===== config.mk =====
export PLATFORM = sky130hd
export DESIGN_NAME = hmc_misc_cfg
export DESIGN_NICKNAME = d
export VERILOG_FILES = /design/src/core/hmc_cmd_sel.v /design/src/core/hmc_misc_cfg.v
export VERILOG_INCLUDE_DIRS = /design/src /design/src/core
export SDC_FILE = /design/constraint.sdc
export NUM_CORES = 1
export LEC_CHECK = 0
export ABC_AREA = 1
export BUFFER_PORTS_ARGS = -buffer_cell sky130_fd_sc_hd__buf_2
export CAP_MARGIN = 40
export CORE_MARGIN = 4
export CORE_UTILIZATION = 41
export CTS_CLUSTER_DIAMETER = 50
export DETAILED_ROUTE_END_ITERATION = 8
export PLACE_DENSITY = 0.85
export SLEW_MARGIN = 30
export SYNTH_ARGS = -nofsm -noshare
export SYNTH_HDL_FRONTEND = slang
export SYNTH_HIERARCHICAL = 1
export SYNTH_SLANG_ARGS = --single-unit

===== constraint.sdc =====
create_clock -name clk -period 1.1 [get_ports clk]
set_input_delay 0.22 -clock clk [delete_from_list [all_inputs] [get_ports clk]]
set_output_delay 0.22 -clock clk [all_outputs]
set_load 0.02 [all_outputs]

===== src/core/hmc_defs.vh =====
`ifndef HMC_DEFS_VH
`define HMC_DEFS_VH

// ==========================================================
// Register placement
// ==========================================================
`define HMC_MISC_OFFSET        8'hf0
`define HMC_MISC_RESET         32'h00000000

// ==========================================================
// Field positions
// ==========================================================
`define HMC_PME_COLD_BIT       15
`define HMC_REV23_BIT          11
`define HMC_PME_IGN_BIT        10
`define HMC_MRSEL_HI           9
`define HMC_MRSEL_LO           8
`define HMC_NO_TABT_BIT        4
`define HMC_GPIO_I2C_BIT       3
`define HMC_LGATE_BYP_BIT      2
`define HMC_HGATE_BYP_BIT      1
`define HMC_KEEP_CLK_BIT       0
`define HMC_VENDOR_PME_BIT     26

// ==========================================================
// Read command select encodings
// ==========================================================
`define HMC_MRSEL_LINE         2'h0
`define HMC_MRSEL_PLAIN        2'h1
`define HMC_MRSEL_MULT         2'h2

// ==========================================================
// Bus command codes
// ==========================================================
`define HMC_CMD_MEM_READ       4'h6
`define HMC_CMD_MEM_READ_MULT  4'hc
`define HMC_CMD_MEM_READ_LINE  4'he
`define HMC_SHORT_PHASES       8'h02

// ==========================================================
// Link access answers and timing
// ==========================================================
`define HMC_STOPPED_DATA       32'hffffffff
`define HMC_CLKRUN_HOLD        4'h4

`endif


===== src/core/hmc_cmd_sel.v =====
`timescale 1ns/100ps
`default_nettype none

module hmc_cmd_sel (
    input  wire [1:0] sel,
    input  wire [7:0] phases,
    output wire [3:0] cmd
);

`include "hmc_defs.vh"

// ==========================================================
// Command choice
// ==========================================================
function [3:0] hmc_pick;
    input [1:0] s;
    input [7:0] n;
    begin
        if (n <= `HMC_SHORT_PHASES) begin
            hmc_pick = `HMC_CMD_MEM_READ;
        end else begin
            case (s)
                `HMC_MRSEL_PLAIN: hmc_pick = `HMC_CMD_MEM_READ;
                `HMC_MRSEL_MULT:  hmc_pick = `HMC_CMD_MEM_READ_MULT;
                // Reserved code falls back to the default command
                default:          hmc_pick = `HMC_CMD_MEM_READ_LINE;
            endcase
        end
    end
endfunction

assign cmd = hmc_pick(sel, phases);

endmodule // hmc_cmd_sel
`default_nettype wire


===== src/core/hmc_misc_cfg.v =====
// Functional notes
// - Bits 31..16 and 14..12 always read back as zero.
// - Bit 15 is mirrored into the power capability bit 15.
// - Bit 11 enables revision 2.3 interrupt disable and status bits.
// - Bit 10 makes power events ignore the master interrupt enable.
// - Bit 10 also shows as vendor identification bit 26.
// - Long master reads use the command chosen by bits 9..8.
// - Reads of one or two data phases always use plain read.
// - Bits 9..8 load from serial memory word 12 bits 1..0.
// - Bits 7..5 always read back as zero.
// - Bit 4 set returns data instead of signalling target abort.
// - Link access with stopped link clock aborts, or returns all ones.
// - Bit 3 routes gpio three and two to the two-wire bus, pins off.
// - Bit 2 runs the link clock ungated; software keeps it clear.
// - Bit 1 runs the host clock ungated; software keeps it clear.
// - Bit 0 holds the host clock running through the clock-run pin.
// - Register clears to zero only on the global reset pin.
`timescale 1ns/100ps
`default_nettype none

module hmc_misc_cfg (
    input  wire        clk,
    input  wire        rst_b,
    // Configuration access
    input  wire        cfg_wr,
    input  wire        cfg_rd,
    input  wire [7:0]  cfg_addr,
    input  wire [3:0]  cfg_be,
    input  wire [31:0] cfg_wdata,
    output reg  [31:0] cfg_rdata,
    output reg         cfg_hit,
    // Serial configuration memory load
    input  wire        eeprom_load,
    input  wire [7:0]  eeprom_word12,
    // Interrupt and power event
    input  wire        irq_pending,
    input  wire        int_disable_bit,
    input  wire        unmasked_irq_any,
    input  wire        master_interrupt_enable_bit,
    input  wire        pme_enable,
    output wire        irq_out,
    output wire        interrupt_status_bit,
    output wire        pme_request,
    output wire        pme_from_cold_support,
    output wire        bus_rev_23_enable,
    output wire        vendor_id_bit26,
    // Bus master read command
    input  wire [7:0]  mst_read_phases,
    output reg  [3:0]  mst_read_cmd,
    // Link register access
    input  wire        link_acc_req,
    input  wire        link_clk_running,
    input  wire        link_ack,
    input  wire [31:0] link_rdata,
    output wire        link_req,
    output reg         acc_done,
    output reg         acc_abort,
    output reg  [31:0] acc_rdata,
    // General purpose pins and two-wire bus
    input  wire        gpio_pin_three_i,
    input  wire        gpio_pin_two_i,
    input  wire        gpio_three_drv,
    input  wire        gpio_three_oe_req,
    input  wire        gpio_two_drv,
    input  wire        gpio_two_oe_req,
    output wire        gpio_pin_three_o,
    output wire        gpio_pin_three_oe,
    output wire        gpio_pin_two_o,
    output wire        gpio_pin_two_oe,
    output wire        twowire_scl_in,
    output wire        twowire_sda_in,
    // Clock gating
    input  wire        link_gate_req,
    input  wire        host_gate_req,
    output wire        link_clock_run,
    output wire        host_clock_run,
    // Clock-run pin
    input  wire        multifunction_pin_six_i,
    output wire        multifunction_pin_six_o,
    output wire        multifunction_pin_six_oe
);

`include "hmc_defs.vh"

// ==========================================================
// Stored fields
// ==========================================================
reg        pme_cold_r;
reg        rev23_r;
reg        pme_ign_r;
reg  [1:0] mrsel_r;
reg        no_tabt_r;
reg        gpio_i2c_r;
reg        lgate_byp_r;
reg        hgate_byp_r;
reg        keep_clk_r;

wire       sel_hit;
wire       wr_lo;
wire       wr_hi;
wire [3:0] cmd_nxt;

assign sel_hit = (cfg_addr == `HMC_MISC_OFFSET);
assign wr_lo   = cfg_wr & sel_hit & cfg_be[0];
assign wr_hi   = cfg_wr & sel_hit & cfg_be[1];

function [31:0] hmc_image;
    input        pc;
    input        r23;
    input        pig;
    input [1:0]  ms;
    input        nt;
    input        gi;
    input        lb;
    input        hb;
    input        kc;
    begin
        hmc_image = 32'h00000000;
        hmc_image[`HMC_PME_COLD_BIT] = pc;
        hmc_image[`HMC_REV23_BIT]    = r23;
        hmc_image[`HMC_PME_IGN_BIT]  = pig;
        hmc_image[`HMC_MRSEL_HI:`HMC_MRSEL_LO] = ms;
        hmc_image[`HMC_NO_TABT_BIT]  = nt;
        hmc_image[`HMC_GPIO_I2C_BIT] = gi;
        hmc_image[`HMC_LGATE_BYP_BIT] = lb;
        hmc_image[`HMC_HGATE_BYP_BIT] = hb;
        hmc_image[`HMC_KEEP_CLK_BIT] = kc;
    end
endfunction

// ==========================================================
// Register writes
// ==========================================================
// Global reset only
always @(posedge clk or negedge rst_b) begin
    if (!rst_b) begin
        pme_cold_r  <= 1'b0;
        rev23_r     <= 1'b0;
        pme_ign_r   <= 1'b0;
        mrsel_r     <= 2'h0;
        no_tabt_r   <= 1'b0;
        gpio_i2c_r  <= 1'b0;
        lgate_byp_r <= 1'b0;
        hgate_byp_r <= 1'b0;
        keep_clk_r  <= 1'b0;
    end else begin
        if (wr_lo) begin
            no_tabt_r   <= cfg_wdata[`HMC_NO_TABT_BIT];
            gpio_i2c_r  <= cfg_wdata[`HMC_GPIO_I2C_BIT];
            lgate_byp_r <= cfg_wdata[`HMC_LGATE_BYP_BIT];
            hgate_byp_r <= cfg_wdata[`HMC_HGATE_BYP_BIT];
            keep_clk_r  <= cfg_wdata[`HMC_KEEP_CLK_BIT];
        end
        if (wr_hi) begin
            pme_cold_r <= cfg_wdata[`HMC_PME_COLD_BIT];
            rev23_r    <= cfg_wdata[`HMC_REV23_BIT];
            pme_ign_r  <= cfg_wdata[`HMC_PME_IGN_BIT];
        end
        // Serial memory load
        // Load wins over a host write in the same cycle: loading runs
        // before software can reach the register
        if (eeprom_load) begin
            mrsel_r <= eeprom_word12[1:0];
        end else if (wr_hi) begin
            mrsel_r <= cfg_wdata[`HMC_MRSEL_HI:`HMC_MRSEL_LO];
        end
    end
end

// ==========================================================
// Register reads
// ==========================================================
always @(posedge clk or negedge rst_b) begin
    if (!rst_b) begin
        cfg_rdata <= 32'h00000000;
        cfg_hit   <= 1'b0;
    end else begin
        cfg_hit <= cfg_rd & sel_hit;
        if (cfg_rd) begin
            cfg_rdata <= sel_hit ?
                hmc_image(pme_cold_r, rev23_r, pme_ign_r, mrsel_r,
                          no_tabt_r, gpio_i2c_r, lgate_byp_r,
                          hgate_byp_r, keep_clk_r) : 32'h00000000;
        end
    end
end

// ==========================================================
// Interrupt and power event
// ==========================================================
// Cold support mirror
assign pme_from_cold_support = pme_cold_r;
assign bus_rev_23_enable     = rev23_r;
assign irq_out              = irq_pending & ~(rev23_r & int_disable_bit);
assign interrupt_status_bit = rev23_r & irq_pending;
assign pme_request = pme_enable & unmasked_irq_any &
                     (pme_ign_r | master_interrupt_enable_bit);
assign vendor_id_bit26 = pme_ign_r;

// ==========================================================
// Master read command
// ==========================================================
hmc_cmd_sel u_cmd_sel (
    .sel    (mrsel_r),
    .phases (mst_read_phases),
    .cmd    (cmd_nxt)
);

always @(posedge clk or negedge rst_b) begin
    if (!rst_b) begin
        mst_read_cmd <= `HMC_CMD_MEM_READ;
    end else begin
        mst_read_cmd <= cmd_nxt;
    end
end

// ==========================================================
// Link register access
// ==========================================================
localparam [1:0] ST_IDLE = 2'h0;
localparam [1:0] ST_WAIT = 2'h1;

reg [1:0] acc_st_r;
reg [1:0] acc_st_nxt;

// A request taken while idle goes to the link only if its clock runs
assign link_req = (acc_st_r == ST_IDLE) & link_acc_req & link_clk_running;

always @* begin
    acc_st_nxt = acc_st_r;
    case (acc_st_r)
        ST_IDLE: begin
            if (link_req) begin
                acc_st_nxt = ST_WAIT;
            end
        end
        ST_WAIT: begin
            // A clock stopping mid-access must not hang the host
            if (link_ack | ~link_clk_running) begin
                acc_st_nxt = ST_IDLE;
            end
        end
        default: acc_st_nxt = ST_IDLE;
    endcase
end

always @(posedge clk or negedge rst_b) begin
    if (!rst_b) begin
        acc_st_r  <= ST_IDLE;
        acc_done  <= 1'b0;
        acc_abort <= 1'b0;
        acc_rdata <= 32'h00000000;
    end else begin
        acc_st_r  <= acc_st_nxt;
        acc_done  <= 1'b0;
        acc_abort <= 1'b0;
        if ((acc_st_r == ST_WAIT) & link_ack & link_clk_running) begin
            acc_done  <= 1'b1;
            acc_rdata <= link_rdata;
        end else if (((acc_st_r == ST_IDLE) & link_acc_req) |
                     (acc_st_r == ST_WAIT)) begin
            if (~link_clk_running) begin
                if (no_tabt_r) begin
                    acc_done  <= 1'b1;
                    acc_rdata <= `HMC_STOPPED_DATA;
                end else begin
                    acc_abort <= 1'b1;
                end
            end
        end
    end
end

// ==========================================================
// Pins and clocks
// ==========================================================
// Two-wire routing
assign gpio_pin_three_o  = gpio_three_drv;
assign gpio_pin_three_oe = gpio_three_oe_req & ~gpio_i2c_r;
assign gpio_pin_two_o    = gpio_two_drv;
assign gpio_pin_two_oe   = gpio_two_oe_req & ~gpio_i2c_r;
// Idle two-wire lines float high when not routed
assign twowire_scl_in    = gpio_i2c_r ? gpio_pin_three_i : 1'b1;
assign twowire_sda_in    = gpio_i2c_r ? gpio_pin_two_i : 1'b1;

assign link_clock_run = lgate_byp_r | link_gate_req;
assign host_clock_run = hgate_byp_r | host_gate_req;

// ==========================================================
// Clock-run pin
// ==========================================================
reg [3:0] crun_cnt_r;

// Keep clock running
// The pin is pulled low for a fixed hold whenever the host releases it,
// which restarts the clock before the host may stop it
always @(posedge clk or negedge rst_b) begin
    if (!rst_b) begin
        crun_cnt_r <= 4'h0;
    end else if (crun_cnt_r != 4'h0) begin
        crun_cnt_r <= crun_cnt_r - 4'h1;
    end else if (keep_clk_r & multifunction_pin_six_i) begin
        crun_cnt_r <= `HMC_CLKRUN_HOLD;
    end
end

assign multifunction_pin_six_o  = 1'b0;
assign multifunction_pin_six_oe = (crun_cnt_r != 4'h0);

endmodule // hmc_misc_cfg
`default_nettype wire


Word-level counts from Yosys, hierarchy flattened
Index checks and enable logic that the tools add are counted.
{"block": "classes", "eq_ne": 7, "magnitude_cmp": 1, "shifts": 0, "div": 0, "n_bitwise": 24, "addsub": 1, "n_mux": 24, "reduce_logical": 8, "n_mul": 0}
{"cell": "$mux 32", "n": 4}
{"cell": "$and 1x1->1", "n": 16}
{"cell": "$mux 16", "n": 1}
{"cell": "$mux 4", "n": 3}
{"cell": "$mux 1", "n": 10}
{"cell": "$eq 8x8->1 const B", "n": 1}
{"cell": "$le 8x2->1 const B", "n": 1}
{"cell": "$mux 2", "n": 4}
{"cell": "$pmux 4 s2", "n": 1}
{"cell": "$reduce_bool 2->1", "n": 4}
{"cell": "$or 1x1->1", "n": 5}
{"cell": "$eq 2x1->1 const B", "n": 2}
{"cell": "$ne 2x2->1 const B", "n": 2}
{"cell": "$pmux 2 s2", "n": 1}
{"cell": "$reduce_bool 4->1", "n": 1}
{"cell": "$sub 4x1->4 const B", "n": 1}
{"cell": "$not 1->1", "n": 3}
{"cell": "$reduce_and 3->1", "n": 1}
{"cell": "$eq 2x2->1 const B", "n": 1}
{"cell": "$logic_not 2->1", "n": 1}
{"cell": "$ne 2x1->1 const B", "n": 1}
{"cell": "$reduce_and 2->1", "n": 1}
{"block": "word_totals", "wordCells": 82, "in_bits": 114, "romBits": 0, "mem_bits_rw": 0, "latch_bits": 0, "output_inout_bits": 88, "mem_count": 0, "reg_bits": 87}

Longest topological paths before layout
{"block": "depth", "ltp_word": 5, "ltp_mapped": 9, "mapped_depth_nobuf": 9}

Hierarchy
The synthesis kept the hierarchy.
{"module": "hmc_misc_cfg", "area_each_um2": 2710.1, "cells_each": 251, "instances": 1}
{"module": "hmc_cmd_sel", "area_each_um2": 71.3, "cells_each": 16, "instances": 1}

Least setup slack after synthesis
OpenSTA, ideal clock, no wires.
{"block": "synth_path", "kind": "register to output", "startpoint": "register rev23_r (netlist: bus_rev_23_enable)", "endpoint": "output irq_out", "required_ns": 0.880, "slack_ns": -0.119, "path_buffers": 0, "stages_incl_launch_ff": 2, "arrival_time_ns": 0.999, "cell_sequence": "dfrtp_1 a21boi_0"}
{"block": "synth_via", "elab_chain_cells": 3}
{"item": "from (decl)", "line_no": "hmc_misc_cfg.v:89", "source": "reg rev23_r;"}
{"item": "from (signal assigned)", "line_no": "hmc_misc_cfg.v:156", "source": "rev23_r <= cfg_wdata[`HMC_REV23_BIT];"}
{"item": "$and 1x1->1", "line_no": "hmc_misc_cfg.v:194", "source": "assign irq_out = irq_pending & ~(rev23_r & int_disable_bit);"}
{"item": "$not 1->1", "line_no": "hmc_misc_cfg.v:194"}
{"item": "$and 1x1->1", "line_no": "hmc_misc_cfg.v:194"}
{"item": "to (decl)", "line_no": "hmc_misc_cfg.v:41", "source": "output wire irq_out,"}
Every way passes these cells.

Worst setup path after layout
{"block": "layout_path", "startpoint": "register crun_cnt_r[0]", "endpoint": "output multifunction_pin_six_oe"}
{"block": "layout_via", "elab_chain_cells": 1}
{"item": "from (decl)", "line_no": "hmc_misc_cfg.v:292", "source": "reg [3:0] crun_cnt_r;"}
{"item": "from (signal assigned)", "line_no": "hmc_misc_cfg.v:301", "source": "crun_cnt_r <= crun_cnt_r - 4'h1;"}
{"item": "from (signal assigned)", "line_no": "hmc_misc_cfg.v:303", "source": "crun_cnt_r <= `HMC_CLKRUN_HOLD;"}
{"item": "$reduce_bool 4->1", "line_no": "hmc_misc_cfg.v:308", "source": "assign multifunction_pin_six_oe = (crun_cnt_r != 4'h0);"}
{"item": "to (decl)", "line_no": "hmc_misc_cfg.v:80", "source": "output wire multifunction_pin_six_oe"}
Every way passes these cells.

==> results_dict.tcl <==
set metrics [dict create \
    cp.arrival_ns 1.21 \
    clkLatencyLatePin_ns 0.32 \
    cts_root_buf "clkbuf_8" \
    track_usage_pct 17.3 \
    startpoint_type "register" \
    fin_skew_ns 0.00896 \
    grt_start_max_net_pins 65 \
    drtIter0Drc 37 \
    ys_types 29 \
    maxCapViolations 0 \
    final_nets 564 \
    fin_area_sq_mm 0.00442 \
    viasPerCell 4.67 \
    grt_pass1_wl_mm 11.4 \
    hold_viol_final 0 \
    drc 0 \
    whs_ns 0.134 \
    synth_warnings 6 \
    dpl.cell_count 487 \
    drt_wl_total_mm 7.59 \
    dieHeight_um 90.4 \
    clock_path_buffers 2 \
    dr_total_vias 2483 \
    period_share_pct 130 \
    fill_cells 446 \
    regArea_sq_mm 0.00160 \
    synth_area_per_cell_sq_um 10.4 \
    grt_setup_unrepaired "true" \
    fin_ws_ns -0.332 \
    dr_wl_met3_um 635 \
    start_util_pct 43.1 \
    numCtsBuffers 9 \
    grt_pass1_vias 2453 \
    drive_gt1_share_pct 49.5 \
    crit_fanout 3 \
    dp_hpwl_mm 5.18 \
    dieArea_sq_mm 0.00817 \
    finalPower_mw 7.33 \
    syn_area_sq_mm 0.00278 \
    cts_sinks 64 \
    chipWidth_um 90.4 \
    drv_slew 0 \
    power.density_mw_per_mm2 1660 \
    setup_viol 46 \
    route.met2.wl_mm 4.06 \
    ant_nets 0 \
    rows 29 \
    end_kind "output pin" \
    cts_tree "built" \
    synth-seq-cells 64 \
    gp_congestion 0.807 \
    worstPathRequired_ns 0.88 \
    status "finished, violations left" \
    area_growth_pct 59.0 \
    postSynthCellCount 267 \
    pin_count 202 \
    multi_input_area_sq_um 982 \
    max_freq_ghz 0.698 \
    io_buffers 144 \
    period_minus_slack_ns 1.43 \
    drt_first_pass_iters 4 \
    p_leak_nw 2.38 \
    dpl_cell_area_sq_mm 0.00353 \
    violations "setup timing" \
    clkTransAtPathRegs_ns 0.07 \
    worst-setup-path-type "register to output pin" \
    place_worst_setup_slack_ns -0.100 \
    top_layer "met4" \
    seq_area_frac_synth_pct 57.7 \
    coreArea_sq_mm 0.00646 \
    min_path_type "input port to register" \
    avgRoutedWirePerCell_um 14.3 \
    peakVddDrop_mv 0.677 \
    num_antenna_cells 0 \
    stdcell_count 532 \
    grt.overflow.total 0 \
    antenna_found_initial 0 \
    wirelength_met1_mm 2.77 \
    cts.htree.levels 3 \
]
## repair_timing
item / 4_1_cts / 5_1_grt
resized for setup: 86 / 53
endpoints found under the setup margin: 71 / 94
buffers inserted: 21 / 12
hold endpoints to repair: 62 / 0
pin swaps: 9 / 3
hold buffers: 1 / 0
## per-layer routing
metal | up-vias | global-route usage [%]
met5 | - | 0
met4 | 0 | 7.27
met3 | 10 | 5.67
met2 | 128 | 30.1
met1 | 1156 | 19.3
li1 | 1189 | -
## cell usage in the layout, fill, tap and decap left out, drive strengths merged
| cell type | synthesis | routed |
|---|---|---|
| buf | 33 | 182 |
| nand2 | 72 | 72 |
| dfrtp | 62 | 62 |
| o22a | 32 | 32 |
| conb | 3 | 25 |
| inv | 19 | 19 |
| nor2 | 14 | 14 |
| nand3 | 12 | 12 |
| clkbuf | 0 | 11 |
| or2 | 4 | 4 |
| o21ai | 4 | 4 |
| clkinv | 1 | 4 |
| bufinv | 0 | 2 |
| dfstp | 2 | 2 |
| nor3 | 2 | 2 |
| a21boi | 2 | 2 |
| o211a | 1 | 1 |
| nand4 | 1 | 1 |
| a211oi | 1 | 1 |
| a21oi | 1 | 1 |
| dlygate4sd3 | 0 | 1 |
| o21bai | 1 | 1 |
## Yosys cell counts
cell | number | share of area (%)
nand2_1 | 66 | 8.9
dfrtp_1 | 62 | 56
a211oi_1 | 1 | 0.27
a21boi_0 | 2 | 0.54
clkinv_1 | 1 | 0.13
o21ai_0 | 4 | 0.72
inv_4 | 1 | 0.23
inv_1 | 16 | 2.2
nand4_2 | 1 | 0.45
buf_4 | 27 | 7.3
nor3_1 | 2 | 0.36
nor2_1 | 11 | 1.5
or2_2 | 4 | 0.90
nand3_2 | 2 | 0.72
a21oi_1 | 1 | 0.18
nor2_4 | 1 | 0.40
nor2_2 | 1 | 0.23
inv_2 | 2 | 0.27
nand2_4 | 2 | 0.81
dfstp_2 | 2 | 1.9
o21bai_1 | 1 | 0.27
buf_2 | 3 | 0.54
nor2_8 | 1 | 0.72
buf_6 | 3 | 1.2
o22a_1 | 32 | 10
conb_1 | 3 | 0.40
nand3_1 | 10 | 1.8
nand2_2 | 4 | 0.90
o211a_1 | 1 | 0.36
## final cells by class
type,count,area share (%)
Multi-Input combinational cell,172,22.2
Clock buffer,11,3.42
Timing Repair Buffer,183,32.4
Tap cell,77,2.18
Sequential cell,64,36.3
Inverter,20,1.75
Clock inverter,5,1.78
## where the power goes
group	total [mW]	internal, mW	switching (mW)
clock network	2.24	1.40	0.841
registers	2.94	2.69	0.251
logic	2.15	1.14	1.01
total	7.33	5.23	2.10
## stage by stage
stage,util (%),setup TNS (ns)
4_1_cts,65.1,-3.63
3_3_place_gp,54.7,-1.22
3_5_place_dp,54.7,-2.61
2_1_floorplan,-,0
6_report,68.5,-3.80
5_1_grt,68.5,-6.81
## state kept, by name (all words and copies together) (netlist names), 2 cells and up
| name | count |
|---|---|
| acc_rdata | 32 |
| mrsel_r | 2 |
| cfg_rdata | 10 |
| crun_cnt_r | 4 |
| mst_read_cmd | 4 |
## critical path, cell delays in order (launching register included)
cell and delay [ns]:
dfrtp_1 0.39, nor2_2 0.13, nand2_1 0.08, nor2_2 0.10, inv_1 0.04, buf_2 0.15
## worst paths after layout
| check | startpoint | end | slack (ns) | depth (start not counted) |
|---|---|---|---|---|
| hold reg to reg | cfg_rdata[10]$_DFFE_PN0P_ | cfg_rdata[10]$_DFFE_PN0P_ | 0.52 | 2 |
| hold / removal | cfg_wdata[11] | bus_rev_23_enable$_DFFE_PN0P_ | 0.13 | 3 |
| max in group asynchronous | rst_b | mst_read_cmd[2]$_DFF_PN1_ | 0.33 | 3 |
| setup reg to reg | acc_st_r[0]$_DFFE_PN0P_ | acc_rdata[1]$_DFFE_PN0P_ | -0.08 | 4 |
| setup / recovery | crun_cnt_r[0]$_DFFE_PN0P_ | multifunction_pin_six_oe | -0.33 | 5 |
| min in group asynchronous | rst_b | acc_rdata[2]$_DFFE_PN0P_ | 0.45 | 3 |
## logic make-up after synthesis
logic type | after synthesis | synth area share, %
flip-flops | 64 | 57.7
other | 3 | 0.405
AO/OA/AOI/OAI | 42 | 12.4
AND/OR/NAND/NOR | 105 | 17.7
buffers and inverters | 53 | 11.8
Note: power is estimated with default switching activity, not from simulation.
